--- src/design/fsp_params.svh ---
`ifndef FSP_PARAMS_SVH
`define FSP_PARAMS_SVH

// opcodes
`define FSP_OP_LATCH_SET  8'h06
`define FSP_OP_LATCH_CLR  8'h04
`define FSP_OP_STAT_RD_LO 8'h05
`define FSP_OP_STAT_RD_HI 8'h35
`define FSP_OP_STAT_WR    8'h01
`define FSP_OP_PAGE_PROG  8'h02
`define FSP_OP_QUAD_PROG  8'h32
`define FSP_OP_SECT_ERASE 8'h20
`define FSP_OP_BLK32      8'h52
`define FSP_OP_BLK64      8'hD8
`define FSP_OP_CHIP_A     8'h60
`define FSP_OP_CHIP_B     8'hC7
`define FSP_OP_SUSPEND    8'h75
`define FSP_OP_RESUME     8'h7A
`define FSP_OP_PWR_DOWN   8'hB9
`define FSP_OP_PWR_UP     8'hAB
`define FSP_OP_SEC_ERASE  8'h44
`define FSP_OP_SEC_PROG   8'h42

// status word field positions
`define FSP_BIT_BUSY  0
`define FSP_BIT_WEL   1
`define FSP_BIT_BP_LO 2
`define FSP_BIT_BP_HI 6
`define FSP_BIT_SRP0  7
`define FSP_BIT_SRP1  8
`define FSP_BIT_QE    9
`define FSP_BIT_LB    10
`define FSP_BIT_CMP   14
`define FSP_BIT_SUS   15

// reset values
`define FSP_STATUS_RST 16'h0000
`define FSP_BP_RST     5'h00
`define FSP_SRP_RST    2'h0

// array geometry for protection decode
`define FSP_ARRAY_BYTES 25'h100_0000
`define FSP_FRAC_MIN    25'h004_0000
`define FSP_BLK_MIN     25'h000_1000
`define FSP_BLK_MAX     25'h000_8000
`define FSP_MASK_4K     24'h00_0FFF
`define FSP_MASK_32K    24'h00_7FFF
`define FSP_MASK_64K    24'h00_FFFF

// byte counts of framed commands
`define FSP_LEN_ADDR    3'h4
`define FSP_LEN_PROG    3'h5
`define FSP_LEN_SWR_LO  3'h2
`define FSP_LEN_SWR_HI  3'h3

// internal operation time
`define FSP_BUSY_NS     20000
`define FSP_CLK_MHZ     50
`define FSP_BUSY_CYCLES ((`FSP_BUSY_NS * `FSP_CLK_MHZ) / 1000)

`endif

--- src/design/fsp_pkg.sv ---
package fsp_pkg;

  typedef enum logic [2:0] {
    FSP_ARR_PROG,
    FSP_ARR_SECT,
    FSP_ARR_BLK32,
    FSP_ARR_BLK64,
    FSP_ARR_CHIP,
    FSP_ARR_SEC_ERASE,
    FSP_ARR_SEC_PROG,
    FSP_ARR_STATUS
  } fsp_kind_t;

  typedef struct packed {
    logic      valid;
    fsp_kind_t kind;
    logic [23:0] addr;
  } fsp_array_req_t;

  typedef enum logic [1:0] {
    FSP_OP_IDLE,
    FSP_OP_RUN,
    FSP_OP_SUSP
  } fsp_op_state_t;

endpackage

--- src/design/fsp_flash_status.sv ---
`timescale 1ns/1ps
`include "fsp_params.svh"
module fsp_flash_status (
  input  wire logic              clock,
  input  wire logic              srst,
  input  wire logic              power_cycle,
  input  wire logic              sclk,
  input  wire logic              cs_n,
  input  wire logic              si_in,
  input  wire logic              wp_n,
  input  wire logic              hold_n,
  output logic                   so_out,
  output logic                   so_oe_n,
  output logic [15:0]            status_word,
  output fsp_pkg::fsp_array_req_t array_req,
  output logic                   security_locked,
  output logic                   quad_mode,
  output logic                   deep_pd
);
  import fsp_pkg::*;

  localparam logic [15:0] BUSY_CYCLES = 16'(`FSP_BUSY_CYCLES);

  logic [4:0]    pins_s;
  logic          sclk_s, cs_s, si_s, wp_s, hold_s;
  logic          sclk_d, cs_d;
  logic          sclk_rise, sclk_fall, cs_fall, cs_rise, hold_act;
  logic [2:0]    bit_cnt;
  logic [2:0]    byte_cnt;
  logic [7:0]    shift_in;
  logic [7:0]    opcode;
  logic [23:0]   addr;
  logic          read_act;
  logic          read_hi;
  logic [7:0]    out_sh;
  logic [2:0]    out_cnt;
  logic          write_enable_latch, suspend_flag, qe, lb, cmp;
  logic [4:0]    bp;
  logic [1:0]    srp;
  fsp_op_state_t op_state;
  fsp_kind_t     run_kind;
  logic [15:0]   busy_cnt;
  logic          frame_ok, sr_writable;
  logic          go_set, go_clr, go_swr, go_arr, go_susp, go_res, go_dpd, go_rel;
  fsp_kind_t     arr_kind;
  logic [15:0]   next_status;
  logic [7:0]    in_byte;

  fsp_sync #(.WIDTH(5)) u_sync (
    .clock   (clock),
    .srst    (srst),
    .async_in({sclk, cs_n, si_in, wp_n, hold_n}),
    .sync_out(pins_s)
  );

  assign {sclk_s, cs_s, si_s, wp_s, hold_s} = pins_s;
  assign hold_act  = ~qe & ~hold_s;
  assign sclk_rise = sclk_s & ~sclk_d & ~cs_s & ~hold_act;
  assign sclk_fall = ~sclk_s & sclk_d & ~cs_s & ~hold_act;
  assign cs_fall   = cs_d & ~cs_s;
  assign cs_rise   = ~cs_d & cs_s;
  assign in_byte   = {shift_in[6:0], si_s};

  // protected test for one address against the current protect settings
  function automatic logic prot_hit(input logic [23:0] a, input logic [4:0] bpv, input logic cmpv);
    logic [24:0] size;
    logic        hit;
    if (bpv[2:0] == 3'h7) begin
      size = `FSP_ARRAY_BYTES;
    end else if (bpv[2:0] == 3'h0) begin
      size = 25'h000_0000;
    end else if (!bpv[4]) begin
      size = `FSP_FRAC_MIN << 3'(bpv[2:0] - 3'h1);
    end else if (bpv[2]) begin
      size = `FSP_BLK_MAX;
    end else begin
      size = `FSP_BLK_MIN << 2'(bpv[1:0] - 2'h1);
    end
    if (bpv[3]) begin
      hit = ({1'b0, a} < size);
    end else begin
      hit = ({1'b0, a} >= (`FSP_ARRAY_BYTES - size));
    end
    return hit ^ cmpv;
  endfunction

  function automatic logic range_prot(input logic [23:0] a, input logic [23:0] mask,
                                      input logic [4:0] bpv, input logic cmpv);
    return prot_hit(a & ~mask, bpv, cmpv) | prot_hit(a | mask, bpv, cmpv);
  endfunction

  always_ff @(posedge clock) begin
    if (srst) begin
      sclk_d <= 1'b1;
      cs_d   <= 1'b1;
    end else begin
      sclk_d <= sclk_s;
      cs_d   <= cs_s;
    end
  end

  // serial input framing
  always_ff @(posedge clock) begin
    if (srst || cs_fall) begin
      bit_cnt  <= 3'h0;
      byte_cnt <= 3'h0;
      shift_in <= 8'h00;
    end else if (sclk_rise) begin
      shift_in <= in_byte;
      bit_cnt  <= bit_cnt + 3'h1;
      if (bit_cnt == 3'h7 && byte_cnt != 3'h7) begin
        byte_cnt <= byte_cnt + 3'h1;
      end
    end
  end

  always_ff @(posedge clock) begin
    if (srst) begin
      opcode <= 8'h00;
      addr   <= 24'h00_0000;
    end else if (sclk_rise && bit_cnt == 3'h7) begin
      case (byte_cnt)
        3'h0: opcode <= in_byte;
        3'h1: addr[23:16] <= in_byte;
        3'h2: addr[15:8] <= in_byte;
        3'h3: addr[7:0] <= in_byte;
        default: ;
      endcase
    end
  end

  // status read output, shifted on falling serial clock
  always_ff @(posedge clock) begin
    if (srst || cs_s) begin
      read_act <= 1'b0;
      read_hi  <= 1'b0;
      out_sh   <= 8'h00;
      out_cnt  <= 3'h0;
    end else if (sclk_rise && bit_cnt == 3'h7 && byte_cnt == 3'h0 && !deep_pd) begin
      if (in_byte == `FSP_OP_STAT_RD_LO || in_byte == `FSP_OP_STAT_RD_HI) begin
        read_act <= 1'b1;
        read_hi  <= (in_byte == `FSP_OP_STAT_RD_HI);
        out_sh   <= (in_byte == `FSP_OP_STAT_RD_HI) ? next_status[15:8] : next_status[7:0];
        out_cnt  <= 3'h0;
      end
    end else if (sclk_fall && read_act) begin
      out_cnt <= out_cnt + 3'h1;
      if (out_cnt == 3'h7) begin
        out_sh <= read_hi ? next_status[15:8] : next_status[7:0];
      end else begin
        out_sh <= {out_sh[6:0], 1'b0};
      end
    end
  end

  always_ff @(posedge clock) begin
    if (srst) begin
      so_out  <= 1'b0;
      so_oe_n <= 1'b1;
    end else begin
      so_oe_n <= ~(read_act & ~cs_s & ~hold_act);
      if (sclk_fall && read_act) begin
        so_out <= out_sh[7];
      end
    end
  end

  // command decision at deselect
  assign frame_ok = cs_rise && bit_cnt == 3'h0 && byte_cnt != 3'h0;
  assign sr_writable = (srp == 2'h0) | ((srp == 2'h1) & (qe | wp_s));

  always_comb begin
    go_set   = 1'b0;
    go_clr   = 1'b0;
    go_swr   = 1'b0;
    go_arr   = 1'b0;
    go_susp  = 1'b0;
    go_res   = 1'b0;
    go_dpd   = 1'b0;
    go_rel   = 1'b0;
    arr_kind = FSP_ARR_PROG;
    if (frame_ok) begin
      if (deep_pd) begin
        go_rel = (opcode == `FSP_OP_PWR_UP);
      end else if (op_state == FSP_OP_RUN) begin
        go_susp = (opcode == `FSP_OP_SUSPEND) && (run_kind != FSP_ARR_STATUS);
      end else if (opcode == `FSP_OP_LATCH_SET) begin
        go_set = (byte_cnt == 3'h1);
      end else if (opcode == `FSP_OP_LATCH_CLR) begin
        go_clr = (byte_cnt == 3'h1);
      end else if (opcode == `FSP_OP_RESUME) begin
        go_res = (op_state == FSP_OP_SUSP);
      end else if (opcode == `FSP_OP_PWR_DOWN) begin
        go_dpd = (byte_cnt == 3'h1);
      end else if (write_enable_latch && op_state == FSP_OP_IDLE) begin
        if (opcode == `FSP_OP_STAT_WR) begin
          go_swr = (byte_cnt >= `FSP_LEN_SWR_LO) && sr_writable;
        end else if (opcode == `FSP_OP_PAGE_PROG || opcode == `FSP_OP_QUAD_PROG) begin
          arr_kind = FSP_ARR_PROG;
          go_arr   = (byte_cnt >= `FSP_LEN_PROG) && !prot_hit(addr, bp, cmp);
        end else if (opcode == `FSP_OP_SECT_ERASE) begin
          arr_kind = FSP_ARR_SECT;
          go_arr   = (byte_cnt == `FSP_LEN_ADDR) && !range_prot(addr, `FSP_MASK_4K, bp, cmp);
        end else if (opcode == `FSP_OP_BLK32) begin
          arr_kind = FSP_ARR_BLK32;
          go_arr   = (byte_cnt == `FSP_LEN_ADDR) && !range_prot(addr, `FSP_MASK_32K, bp, cmp);
        end else if (opcode == `FSP_OP_BLK64) begin
          arr_kind = FSP_ARR_BLK64;
          go_arr   = (byte_cnt == `FSP_LEN_ADDR) && !range_prot(addr, `FSP_MASK_64K, bp, cmp);
        end else if (opcode == `FSP_OP_CHIP_A || opcode == `FSP_OP_CHIP_B) begin
          arr_kind = FSP_ARR_CHIP;
          go_arr   = (byte_cnt == 3'h1) && (bp[2:0] == 3'h0);
        end else if (opcode == `FSP_OP_SEC_ERASE) begin
          arr_kind = FSP_ARR_SEC_ERASE;
          go_arr   = (byte_cnt == `FSP_LEN_ADDR) && !lb;
        end else if (opcode == `FSP_OP_SEC_PROG) begin
          arr_kind = FSP_ARR_SEC_PROG;
          go_arr   = (byte_cnt >= `FSP_LEN_PROG) && !lb;
        end
      end
    end
  end

  // write enable latch
  always_ff @(posedge clock) begin
    if (srst || power_cycle) begin
      write_enable_latch <= 1'b0;
    end else if (go_set) begin
      write_enable_latch <= 1'b1;
    end else if (go_clr || go_swr || go_arr) begin
      write_enable_latch <= 1'b0;
    end
  end

  // non-volatile status fields
  always_ff @(posedge clock) begin
    if (srst) begin
      bp  <= `FSP_BP_RST;
      srp <= `FSP_SRP_RST;
      qe  <= 1'b0;
      lb  <= 1'b0;
      cmp <= 1'b0;
    end else if (power_cycle) begin
      if (srp == 2'h2) begin
        srp <= `FSP_SRP_RST;
      end
    end else if (go_swr) begin
      // low status byte sits in addr[23:16], high byte in addr[15:8]
      bp     <= addr[`FSP_BIT_BP_HI + 16:`FSP_BIT_BP_LO + 16];
      srp[0] <= addr[`FSP_BIT_SRP0 + 16];
      if (byte_cnt >= `FSP_LEN_SWR_HI) begin
        srp[1] <= addr[`FSP_BIT_SRP1];
        qe     <= addr[`FSP_BIT_QE];
        lb     <= lb | addr[`FSP_BIT_LB];
        cmp    <= addr[`FSP_BIT_CMP];
      end
    end
  end

  // internal operation sequencing
  always_ff @(posedge clock) begin
    if (srst || power_cycle) begin
      op_state <= FSP_OP_IDLE;
      run_kind <= FSP_ARR_STATUS;
      busy_cnt <= 16'h0000;
    end else begin
      case (op_state)
        FSP_OP_IDLE: begin
          if (go_swr || go_arr) begin
            op_state <= FSP_OP_RUN;
            run_kind <= go_swr ? FSP_ARR_STATUS : arr_kind;
            busy_cnt <= BUSY_CYCLES;
          end
        end
        FSP_OP_RUN: begin
          if (go_susp) begin
            op_state <= FSP_OP_SUSP;
          end else if (busy_cnt == 16'h0001) begin
            op_state <= FSP_OP_IDLE;
            busy_cnt <= 16'h0000;
          end else begin
            busy_cnt <= busy_cnt - 16'h0001;
          end
        end
        FSP_OP_SUSP: begin
          if (go_res) begin
            op_state <= FSP_OP_RUN;
          end
        end
        default: op_state <= FSP_OP_IDLE;
      endcase
    end
  end

  always_ff @(posedge clock) begin
    if (srst || power_cycle) begin
      suspend_flag <= 1'b0;
    end else if (go_susp) begin
      suspend_flag <= 1'b1;
    end else if (go_res) begin
      suspend_flag <= 1'b0;
    end
  end

  always_ff @(posedge clock) begin
    if (srst || power_cycle) begin
      deep_pd <= 1'b0;
    end else if (go_dpd) begin
      deep_pd <= 1'b1;
    end else if (go_rel) begin
      deep_pd <= 1'b0;
    end
  end

  always_ff @(posedge clock) begin
    if (srst) begin
      array_req <= '{valid: 1'b0, kind: FSP_ARR_PROG, addr: 24'h00_0000};
    end else begin
      array_req.valid <= go_arr;
      if (go_arr) begin
        array_req.kind <= arr_kind;
        array_req.addr <= addr;
      end
    end
  end

  always_comb begin
    next_status                                  = `FSP_STATUS_RST;
    next_status[`FSP_BIT_BUSY]                   = (op_state == FSP_OP_RUN);
    next_status[`FSP_BIT_WEL]                    = write_enable_latch;
    next_status[`FSP_BIT_BP_HI:`FSP_BIT_BP_LO]   = bp;
    next_status[`FSP_BIT_SRP0]                   = srp[0];
    next_status[`FSP_BIT_SRP1]                   = srp[1];
    next_status[`FSP_BIT_QE]                     = qe;
    next_status[`FSP_BIT_LB]                     = lb;
    next_status[`FSP_BIT_CMP]                    = cmp;
    next_status[`FSP_BIT_SUS]                    = suspend_flag;
  end

  always_ff @(posedge clock) begin
    if (srst) begin
      status_word     <= `FSP_STATUS_RST;
      security_locked <= 1'b0;
      quad_mode       <= 1'b0;
    end else begin
      status_word     <= next_status;
      security_locked <= lb;
      quad_mode       <= qe;
    end
  end
endmodule // fsp_flash_status

--- src/design/fsp_sync.sv ---
`timescale 1ns/1ps
module fsp_sync #(
  parameter int WIDTH = 5
) (
  input  wire logic             clock,
  input  wire logic             srst,
  input  wire logic [WIDTH-1:0] async_in,
  output logic      [WIDTH-1:0] sync_out
);
  logic [WIDTH-1:0] meta;

  genvar i;
  generate
    for (i = 0; i < WIDTH; i++) begin : g_bit
      always_ff @(posedge clock) begin
        if (srst) begin
          meta[i]     <= 1'b1;
          sync_out[i] <= 1'b1;
        end else begin
          meta[i]     <= async_in[i];
          sync_out[i] <= meta[i];
        end
      end
    end
  endgenerate
endmodule // fsp_sync

--- config.mk ---
export PLATFORM = sky130hd
export DESIGN_NAME = fsp_flash_status
export DESIGN_NICKNAME = d
export VERILOG_FILES = /design/src/design/fsp_pkg.sv /design/src/design/fsp_flash_status.sv /design/src/design/fsp_sync.sv
export VERILOG_INCLUDE_DIRS = /design/src /design/src/design
export SDC_FILE = /design/constraint.sdc
export NUM_CORES = 1
export LEC_CHECK = 0
export ABC_CLOCK_PERIOD_IN_PS = 4600
export BUFFER_PORTS_ARGS = -buffer_cell sky130_fd_sc_hd__buf_2
export CORE_ASPECT_RATIO = 0.5
export CORE_MARGIN = 10
export CORE_UTILIZATION = 55
export CTS_CLUSTER_SIZE = 30
export DETAILED_ROUTE_END_ITERATION = 8
export PLACE_DENSITY = 0.84
export SLEW_MARGIN = 20
export SYNTH_ARGS = -nofsm -noshare
export SYNTH_HDL_FRONTEND = slang
export SYNTH_SLANG_ARGS = --single-unit
--- constraint.sdc ---
create_clock -name clock -period 4.6 [get_ports clock]
set_input_delay 0.92 -clock clock [delete_from_list [all_inputs] [get_ports clock]]
set_output_delay 0.92 -clock clock [all_outputs]
set_load 0.01 [all_outputs]
== Yosys cells after proc, flatten, opt, wreduce, memory -nomap -nowiden ==
Index checks and enable logic that the tools add are counted.
Operators by class
  add/subtract/negate cells: 10
  order comparisons: 17
  eq/ne operators: 38
  shift-type cells: 2
  mux-type cells: 236
  bitwise gates (word level): 34
  reductions and logical operators: 59
Operators by type and width (number)
  2-to-1 mux 25 bit: 50
  >= comparator 24 x 25 -> 1 bit: 7
  less-than comparator 24 x 25 -> 1 bit: 7
  2-to-1 mux 1 bit: 148
  subtractor 25 bit (first input constant): 4
  2-to-1 mux 3 bit: 20
  == test 8 x 7 -> 1 bit (second input constant): 6
  2-to-1 mux 16 bit: 3
  2-to-1 mux 8 bit: 6
  == test 8 bit (second input constant): 4
  one-hot mux 16 bit (2 select lines): 1
  << shifter 13 x 2 -> 25 bit (first input constant): 1
  << shifter 19 x 3 -> 25 bit (first input constant): 1
  == test 8 x 3 -> 1 bit (second input constant): 3
  == test 8 x 6 -> 1 bit (second input constant): 3
  AND reduction 2 bit: 10
  logical AND 1 bit: 17
  == test 16 x 1 -> 1 bit (second input constant): 1
  subtractor 16 x 1 -> 16 bit (second input constant): 1
  2-to-1 mux 2 bit: 7
  nonzero test 2 bit: 7
  bitwise AND 1 bit: 12
  == test 3 bit (second input constant): 4
  AND reduction 3 bit: 4
  other kinds (24): 69
Word-level totals
  register bits after elaboration: 152
  logic and storage cells: 440

== Longest topological paths before layout ==
Gate-level depths: netlist of the first run.
  depth after elaboration: 55
  mapped depth: 22
  depth with buffers taken out: 18

== Modules after synthesis ==
From an unflattened synthesis of the first run, not the netlist that was laid out.
Unflattened totals
  cell total of the unflattened synthesis: 909
  area total of the unflattened synthesis: 7492.2 µm²
By module, submodules not included
  fsp_flash_status: instances 1, cells an instance 889, area an instance 7229.4 µm², sequential area each 2742.6 µm²
  fsp_sync: instances 1, cells an instance 20, area an instance 262.8 µm², sequential area each 200.2 µm²

== Worst setup path after synthesis of the first run ==
Ideal clock, no wire load.
  path kind: reg-to-reg
  start point: reg bp[0]
  end point: reg busy_cnt[6]
  library setup time: 0.116 ns
  data arrival time: 4.342 ns
  slack: 0.142 ns
  stages on the path, launching flop included: 22
  path buffers: 3
  period minus slack after synthesis: 4.458 ns
  cells stage by stage: dfxtp_1 > clkbuf_1 > nor2b_1 > nand2_1 > ha_1 > clkbuf_1 > nor3_1 > a21o_1 > a22o_1 > a21o_1 > ha_1 > a21o_1 > a221oi_1 > a211oi_2 > a211oi_1 > o31a_1 > a211oi_1 > or4_1 > o211a_2 > buf_6 > nor3b_1 > a31o_1
Between the ends
  longest elaborated chain between the ends: 55
  elaborated cells between the ends (all ways): 199
  those cells by class: add/sub (6); order compare (14); eq/ne (2); shift (2); mux (153); bitwise (10); reduce/logical (12)
Ends and longest elaborated chain
  start, declared: RTL line fsp_flash_status.sv:38  | logic [4:0] bp;
  start signal, assigned: RTL line fsp_flash_status.sv:238  | bp <= `FSP_BP_RST;
  start signal, assigned: RTL line fsp_flash_status.sv:249  | bp <= addr[`FSP_BIT_BP_HI + 16:`FSP_BIT_BP_LO + 16];
  parallel branches: the longest is 42 deep, another holds subtractor 3 x 1 -> 3 bit
  2-to-1 mux 1 bit *: RTL line fsp_flash_status.sv:198  | end else if (opcode == `FSP_OP_PAGE_PROG || opcode == `FSP_OP_QUAD_PROG) begin
  2-to-1 mux 1 bit *: RTL line fsp_flash_status.sv:196  | if (opcode == `FSP_OP_STAT_WR) begin
  2-to-1 mux 1 bit *: RTL line fsp_flash_status.sv:195  | end else if (write_enable_latch && op_state == FSP_OP_IDLE) begin
  2-to-1 mux 1 bit *: RTL line fsp_flash_status.sv:193  | end else if (opcode == `FSP_OP_PWR_DOWN) begin
  2-to-1 mux 1 bit *: RTL line fsp_flash_status.sv:191  | end else if (opcode == `FSP_OP_RESUME) begin
  2-to-1 mux 1 bit *: RTL line fsp_flash_status.sv:189  | end else if (opcode == `FSP_OP_LATCH_CLR) begin
  2-to-1 mux 1 bit *: RTL line fsp_flash_status.sv:187  | end else if (opcode == `FSP_OP_LATCH_SET) begin
  2-to-1 mux 1 bit *: RTL line fsp_flash_status.sv:185  | end else if (op_state == FSP_OP_RUN) begin
  2-to-1 mux 1 bit *: RTL line fsp_flash_status.sv:183  | if (deep_pd) begin
  2-to-1 mux 1 bit *: RTL line fsp_flash_status.sv:182  | if (frame_ok) begin
  logical OR 1 bit *: RTL line fsp_flash_status.sv:269  | if (go_swr || go_arr) begin
  inequality test 2 x 1 -> 1 bit (no line) *
  AND reduction 3 bit (no line) *
  end signal, assigned: RTL line fsp_flash_status.sv:282  | busy_cnt <= busy_cnt - 16'h0001;
  end, declared: RTL line fsp_flash_status.sv:42  | logic [15:0] busy_cnt;
Every way passes the cells marked *. The select of a mux whose other input is x is not followed.
A chain may end at the register's enable or synchronous reset.

== Final worst setup path of the first run ==
  start point: reg bp[1]
  end point: reg busy_cnt[6]
The elaborated chain is that of the path after synthesis.

==> results of run 1 <==
[metal layers]
metal	share of wire, %	track usage, %
met5	0	0
met4	1.9	6.69
met3	9.4	5.24
met2	44	32.2
met1	44	26.7
[power by group through the flow]
stage / registers (W) / clock network (W) / logic (W)
2_1_floorplan: 0.00131 / 0 / 0.0000259
3_3_place_gp: 0.00131 / 0 / 0.0000311
3_5_place_dp: 0.00131 / 0 / 0.0000318
4_1_cts: 0.00128 / 0.00139 / 0.0000320
5_1_grt: 0.00128 / 0.00145 / 0.0000355
6_report: 0.00128 / 0.00139 / 0.0000324
[cells in the mapped netlist (all sizes together) (4+ instances only)]
master	n	area, sq um
dfxtp	147	2940
nor2	118	453
nand2	68	258
a21oi	62	310
mux2i	62	621
clkbuf	40	150
ha	40	500
nand3	40	205
nor3	31	155
inv	29	109
o21ai	22	110
nor2b	19	126
or2	19	119
buf	15	113
a211oi	14	115
nand2b	12	75.1
or3	9	56.3
nor3b	8	60.1
o211ai	8	60.1
a31oi	7	43.8
a21o	6	45.0
a221oi	6	70.1
nor4	6	37.5
o22a	6	52.6
nand4	5	31.3
o31ai	5	37.5
and3	4	25.0
xnor2	4	35.0
xor2	4	35.0
[stage by stage]
step | setup TNS (ps) | setup slack, ps | instances | total power (W)
2_1_floorplan | 0 | 142 | 872 | 0.00133
3_3_place_gp | 0 | 290 | 1051 | 0.00134
3_5_place_dp | 0 | 87.2 | 1051 | 0.00134
4_1_cts | 0 | 50.3 | 1082 | 0.00270
5_1_grt | -1050 | -72.8 | 1087 | 0.00276
6_report | 0 | 115 | 1087 | 0.00270
[sequential cells by signal (all words and copies together), names as in the netlist, 3 cells and up]
name	flops
busy_cnt	16
u_sync.meta	5
status_word	13
array_req	28
out_sh	8
addr	24
shift_in	7
opcode	8
bit_cnt	3
u_sync.sync_out	5
run_kind	3
out_cnt	3
byte_cnt	3
bp	5
[layout make-up]
cell class | count | area [sq um] | share of cell area (%)
Tap cell | 170 | 213 | 2.51
Inverter | 29 | 109 | 1.29
Sequential cell | 147 | 2940 | 34.8
Clock buffer | 18 | 429 | 5.07
Timing Repair Buffer | 68 | 408 | 4.82
Multi-Input combinational cell | 642 | 4220 | 49.8
Clock inverter | 13 | 150 | 1.77
[what timing repair did]
item,CTS,global route
gates resized for setup,0,14
setup endpoints to repair,0,43
setup buffers,0,3
hold buffers,0,0
[worst max-delay path by stage]
stage / startpoint / slack (ps) / cells past startpoint / end
after floorplan: bp[0] / 140 / 21 / busy_cnt[6]
after global placement: bp[1] / 290 / 18 / busy_cnt[9]
after detailed placement: bp[0] / 90 / 17 / busy_cnt[7]
after CTS: bp[0] / 50 / 17 / busy_cnt[7]
after global routing: bp[1] / -70 / 20 / array_req[16]
final: bp[1] / 120 / 19 / busy_cnt[6]
[critical path, stage by stage, from the launching register on]
cell and delay [ps]:
dfxtp_1 370, and2b_1 230, nand2_2 120, ha_2 240, nor3_1 60, a21o_1 150
a22o_1 180, a21o_1 180, ha_1 290, and3_1 230, nand4b_1 160, a211oi_4 390
buf_4 170, a211oi_1 50, o221ai_1 250, o41ai_2 140, or4_4 580, o211a_4 230
nor3b_1 160, a31o_1 190
[cells in the final DEF (no fill, tap or decap), types with 19 or more instances in the layout]
cell type	instances
nand3_1	39
buf_2	53
ha_1	39
inv_1	28
a21oi_1	62
mux2i_1	62
nand2_1	66
nor3_1	31
dfxtp_1	146
nor2_1	116
o21ai_0	19
[cells by family after synthesis]
family                   share of synthesized area (%)
buffers and inverters                             4.99
flip-flops                                        39.5
other                                           0.0504
AO/OA/AOI/OAI                                     15.6
multiplexers                                      8.49
adder cells (fa/ha/maj)                           6.73
AND/OR/NAND/NOR                                   23.6
XOR/XNOR                                         0.942
==> results.toml, run 1 <==
[synth]
ys_seq_area_share_pct = 39.5
synth.distinct_cells = 75
synth_warnings = 0
synth_seq_cells = 147
async_flop_share_pct = 0
synthFlopType = "dfxtp_1"
syn_area_per_cell_sq_um = 8.55
syn_area_sq_mm = 0.00744
synth_edf_count = 0
synthCells = 870

[detailed_routing]
via_count = 6625
dr.pass1.iters = 5
drt_iter0_drc = 585
routed_via_density = 6.09
drc = 0
finalWirelength_um = 20300
wl_per_cell_um = 18.7
ant_nets = 0

[global_route]
grt_pass1_wl_um = 31100
overflow = 0
grt_start_max_net_pins = 64
grt_pass1_vias = 6107
grtUsageTotal_pct = 20.3
antenna_found_initial = 0

[sta]
setup_violations = 0
period_needed_ps = 4480
skew_ps = 9.66
slew_headroom_pct = 30.9
fin_crit_sh_pct = 97.5
worst_pin_slew_ps = 1030
hold_ws_ps = 407
hold_viol = 0
slew_viol_final = 0
fmax_ghz = 0.223

[power]
peakVddDrop_mv = 0.237
power.density_mw_per_mm2 = 319
p_int_w = 0.00209
swShare_pct = 22.6
sequentialPowerShare_pct = 47.4
power.leakage_nw = 3.51
power.switching_w = 0.000609
pwr-share-clk_pct = 51.4
comb_power_share_pct = 1.2

[setup_path]
r2r_start = "bp[1]"
path_class = "flip-flop to flip-flop"
cp.required_ps = 4920
rrSetupSlack_ps = 120
cp_max_fo = 11
crit_arrival_ps = 4800
ff2ff_path_depth = 19
endpoint_kind = "flip-flop"
rr_endpoint = "busy_cnt[6]"
cp-start-kind = "flip-flop"

[cells_and_area]
syn_to_final_growth_pct = 13.8
fillers = 1012
final_util_pct = 65.4
drive_gt1_share_pct = 15.7
postLayoutCellArea_sq_mm = 0.00847
nets = 953
antenna_cells = 0

[run]
maxCapViolations = 0

[clocking]
cts_max_path_buffers = 2
ctsRootBufferMaster = "clkbuf_16"
clkSinkCount = 147
clk_latency_ps = 420
clk_pin_slew_ps = 70
cts_made_buffers = 17
cts_tree = "done"
htreeDepth = 4

[floorplanning]
row_count = 29
fp.dieArea_sq_mm = 0.0189
die_w_um = 184
io_pins = 57
dieHeight_um = 102
start_util_pct = 57.4
coreArea_sq_mm = 0.0130

[placement]
placed_cell_area_sq_mm = 0.00777
place_congestion = 0.937
portBuffers = 53
place_hpwl_um = 13700

[worst_hold_path]
min_path_type = "flip-flop to flip-flop"
hp-start = "u_sync.meta[3]"
worst_hold_path.endpoint = "u_sync.sync_out[3]"
holdPathStages = 1

[status]
outcome = "completed"
Note: power is estimated with default switching activity, not from simulation.
==> inputs of run 2 (changes only) <==
--- a/config.mk
+++ b/config.mk
@@ -17,4 +17,5 @@
 export SLEW_MARGIN = 20
 export SYNTH_ARGS = -nofsm -noshare
 export SYNTH_HDL_FRONTEND = slang
+export SYNTH_HIERARCHICAL = 1
 export SYNTH_SLANG_ARGS = --single-unit
==> results.toml, run 2 <==
[detailed_routing]
drt_iter0_drc = 776
routed_via_density = 5.99
via_count = 6779
finalWirelength_um = 20100
wl_per_cell_um = 17.8
ant_nets = 0
drc = 0
dr.pass1.iters = 5

[worst_hold_path]
min_path_type = "flip-flop to flip-flop"

[synth]
synthCells = 909
synth.distinct_cells = 81
yosysTopAreaCell = "dfxtp_1"
synth_warnings = 6
syn_area_sq_mm = 0.00749
synth.top_cell.area_share_pct = 39.3
synthTopCellsByArea = "dfxtp_1, ha_1, mux2i_1"
syn_area_per_cell_sq_um = 8.24
ys_seq_area_share_pct = 39.3
synth_edf_count = 0
synth_seq_cells = 147
ys_top_cells_by_count = "dfxtp_1, nor2_1, nand2_1"
synthFlopType = "dfxtp_1"
synth.most_common_cell = "dfxtp_1"
async_flop_share_pct = 0

[floorplanning]
coreArea_sq_mm = 0.0134
start_util_pct = 55.8
dieHeight_um = 103
fp.dieArea_sq_mm = 0.0190
row_count = 30
die_w_um = 185
io_pins = 57

[sta]
slew_viol_final = 0
finalSetupTns_ps = 0
skew_ps = 6.82
hold_ws_ps = 402
fmax_ghz = 0.225
setup_violations = 0
worst_pin_slew_ps = 1010
period_needed_ps = 4450
slew_headroom_pct = 32.3
fin_crit_sh_pct = 96.8
hold_viol = 0

[power]
peakVddDrop_mv = 0.214
power_w = 0.00258
power.leakage_nw = 3.56
power.density_mw_per_mm2 = 307

[placement]
portBuffers = 53
place_hpwl_um = 14100
place_congestion = 0.942
dp_cells = 1100

[cells_and_area]
antenna_cells = 0
largest_register_ffs = 28
reg_top3 = "array_req: 28 flops, addr: 24 flops, busy_cnt: 16 flops"
mostFrequentLayoutCells = "dfxtp_1, nor2_1, nand2_1"
fillers = 1155
final_util_pct = 62.4
regMostFlops = "array_req"
nets = 992
final_common_cell = "dfxtp_1"
syn_to_final_growth_pct = 11.9
drive_gt1_share_pct = 13.1
instances_no_fill = 1131

[setup_path]
cp_max_fo = 14
cp_num_buf_inv = 0
crit_chain = "nor2_1 > nand3_1 > ha_1 > nor2b_1 > a22o_1 > ha_1 > nand3_1 > nor3_1 > nand3_1 > or3_1 > a21oi_1 > mux2i_1 > and3_4 > nor2_4 > or4b_1 > a21oi_1"
crit_arrival_ps = 4800
cpMostUsedCell = "nand3_1"
slowest_stage = "or4b_1"
endpoint_kind = "flip-flop"
slowest_delay_ps = 590
critical_path.top_delay_family = "simple AND/OR/NAND/NOR gates"
cp.required_ps = 4950
path_class = "flip-flop to flip-flop"
cp-start-kind = "flip-flop"

[clocking]
cts_max_path_buffers = 2
clk_latency_ps = 420
ctsRootBufferMaster = "clkbuf_16"
clk_pin_slew_ps = 60
cts_made_buffers = 17
cts_tree = "done"
ctsHoldBuffers = 0
clkSinkCount = 147
htreeDepth = 4

[global_route]
antenna_found_initial = 0
grtUsageTotal_pct = 21.0
grt_pass1_wl_um = 32100
grt_start_max_net_pins = 65
overflow = 0
grt_pass1_vias = 6192

[run]
maxCapViolations = 0

[status]
outcome = "completed"
run 2: cell count changes after synthesis, sizes merged, moves of 6 or more:
cell	before	now
a21oi	62	79
clkbuf	40	30
mux2i	62	50
nand2	68	123
nand3	40	29
nor2	118	127
nor2b	19	12
o21a	3	10
o22a	6	0
run 2: logic make-up (layout without fill, tap and decap cells):
kind of cell             Yosys count  in the layout  share of synthesized area, %
AO/OA/AOI/OAI                    189            189                          16.6
XOR/XNOR                           6              6                         0.802
adder cells (fa/ha/maj)           40             40                          6.68
buffers and inverters             76            119                          4.38
flip-flops                       147            147                          39.3
multiplexers                      51             51                          6.83
other                              1              3                        0.0501
AND/OR/NAND/NOR                  399            400                          25.4
run 2: area by class of cell:
cell class	count	area [sq um]	area share, %
multi-input combinational	689	4260	50.8
sequential	147	2940	35.1
clock buffer	19	443	5.28
timing repair buffer	63	340	4.06
tap	176	220	2.63
inverter	26	97.6	1.16
clock inverter	11	81.3	0.970
run 2: per-layer routing:
layer | GRT usage [%] | wire (um) | up-vias
met5 | 0 | 0 | -
met4 | 8.56 | 561 | 0
met3 | 4.57 | 1650 | 56
met2 | 33.0 | 8890 | 283
met1 | 27.6 | 8990 | 3175
li1 | - | - | 3265
run 2: power breakdown:
part	total [W]	switching [W]	internal, W
Combinational	0.0000324	0.0000251	0.00000727
Clock	0.00126	0.000561	0.000701
Sequential	0.00128	0.00000281	0.00128
run 2: timing repair:
item                       4_1_cts  5_1_grt
resized for setup                0        8
setup endpoints to repair        0       39
buffers inserted                 0        0
run 2: path summary, 6_finish.rpt:
kind                  start            endpoint  slack [ps]  depth (start not counted)
max                   bp[1]  write_enable_latch         150                         16
min          u_sync/meta[4]  u_sync/sync_out[4]         400                          1
max reg2reg           bp[1]  write_enable_latch         150                         16
min reg2reg  u_sync/meta[4]  u_sync/sync_out[4]         400                          1
run 2: through the flow:
step	setup WS (ps)	instance area (sq um)
after floorplan	508	7500
after global placement	386	7830
after detailed placement	123	7830
after CTS	41.2	8350
after global routing	-51.2	8390
final	147	8390
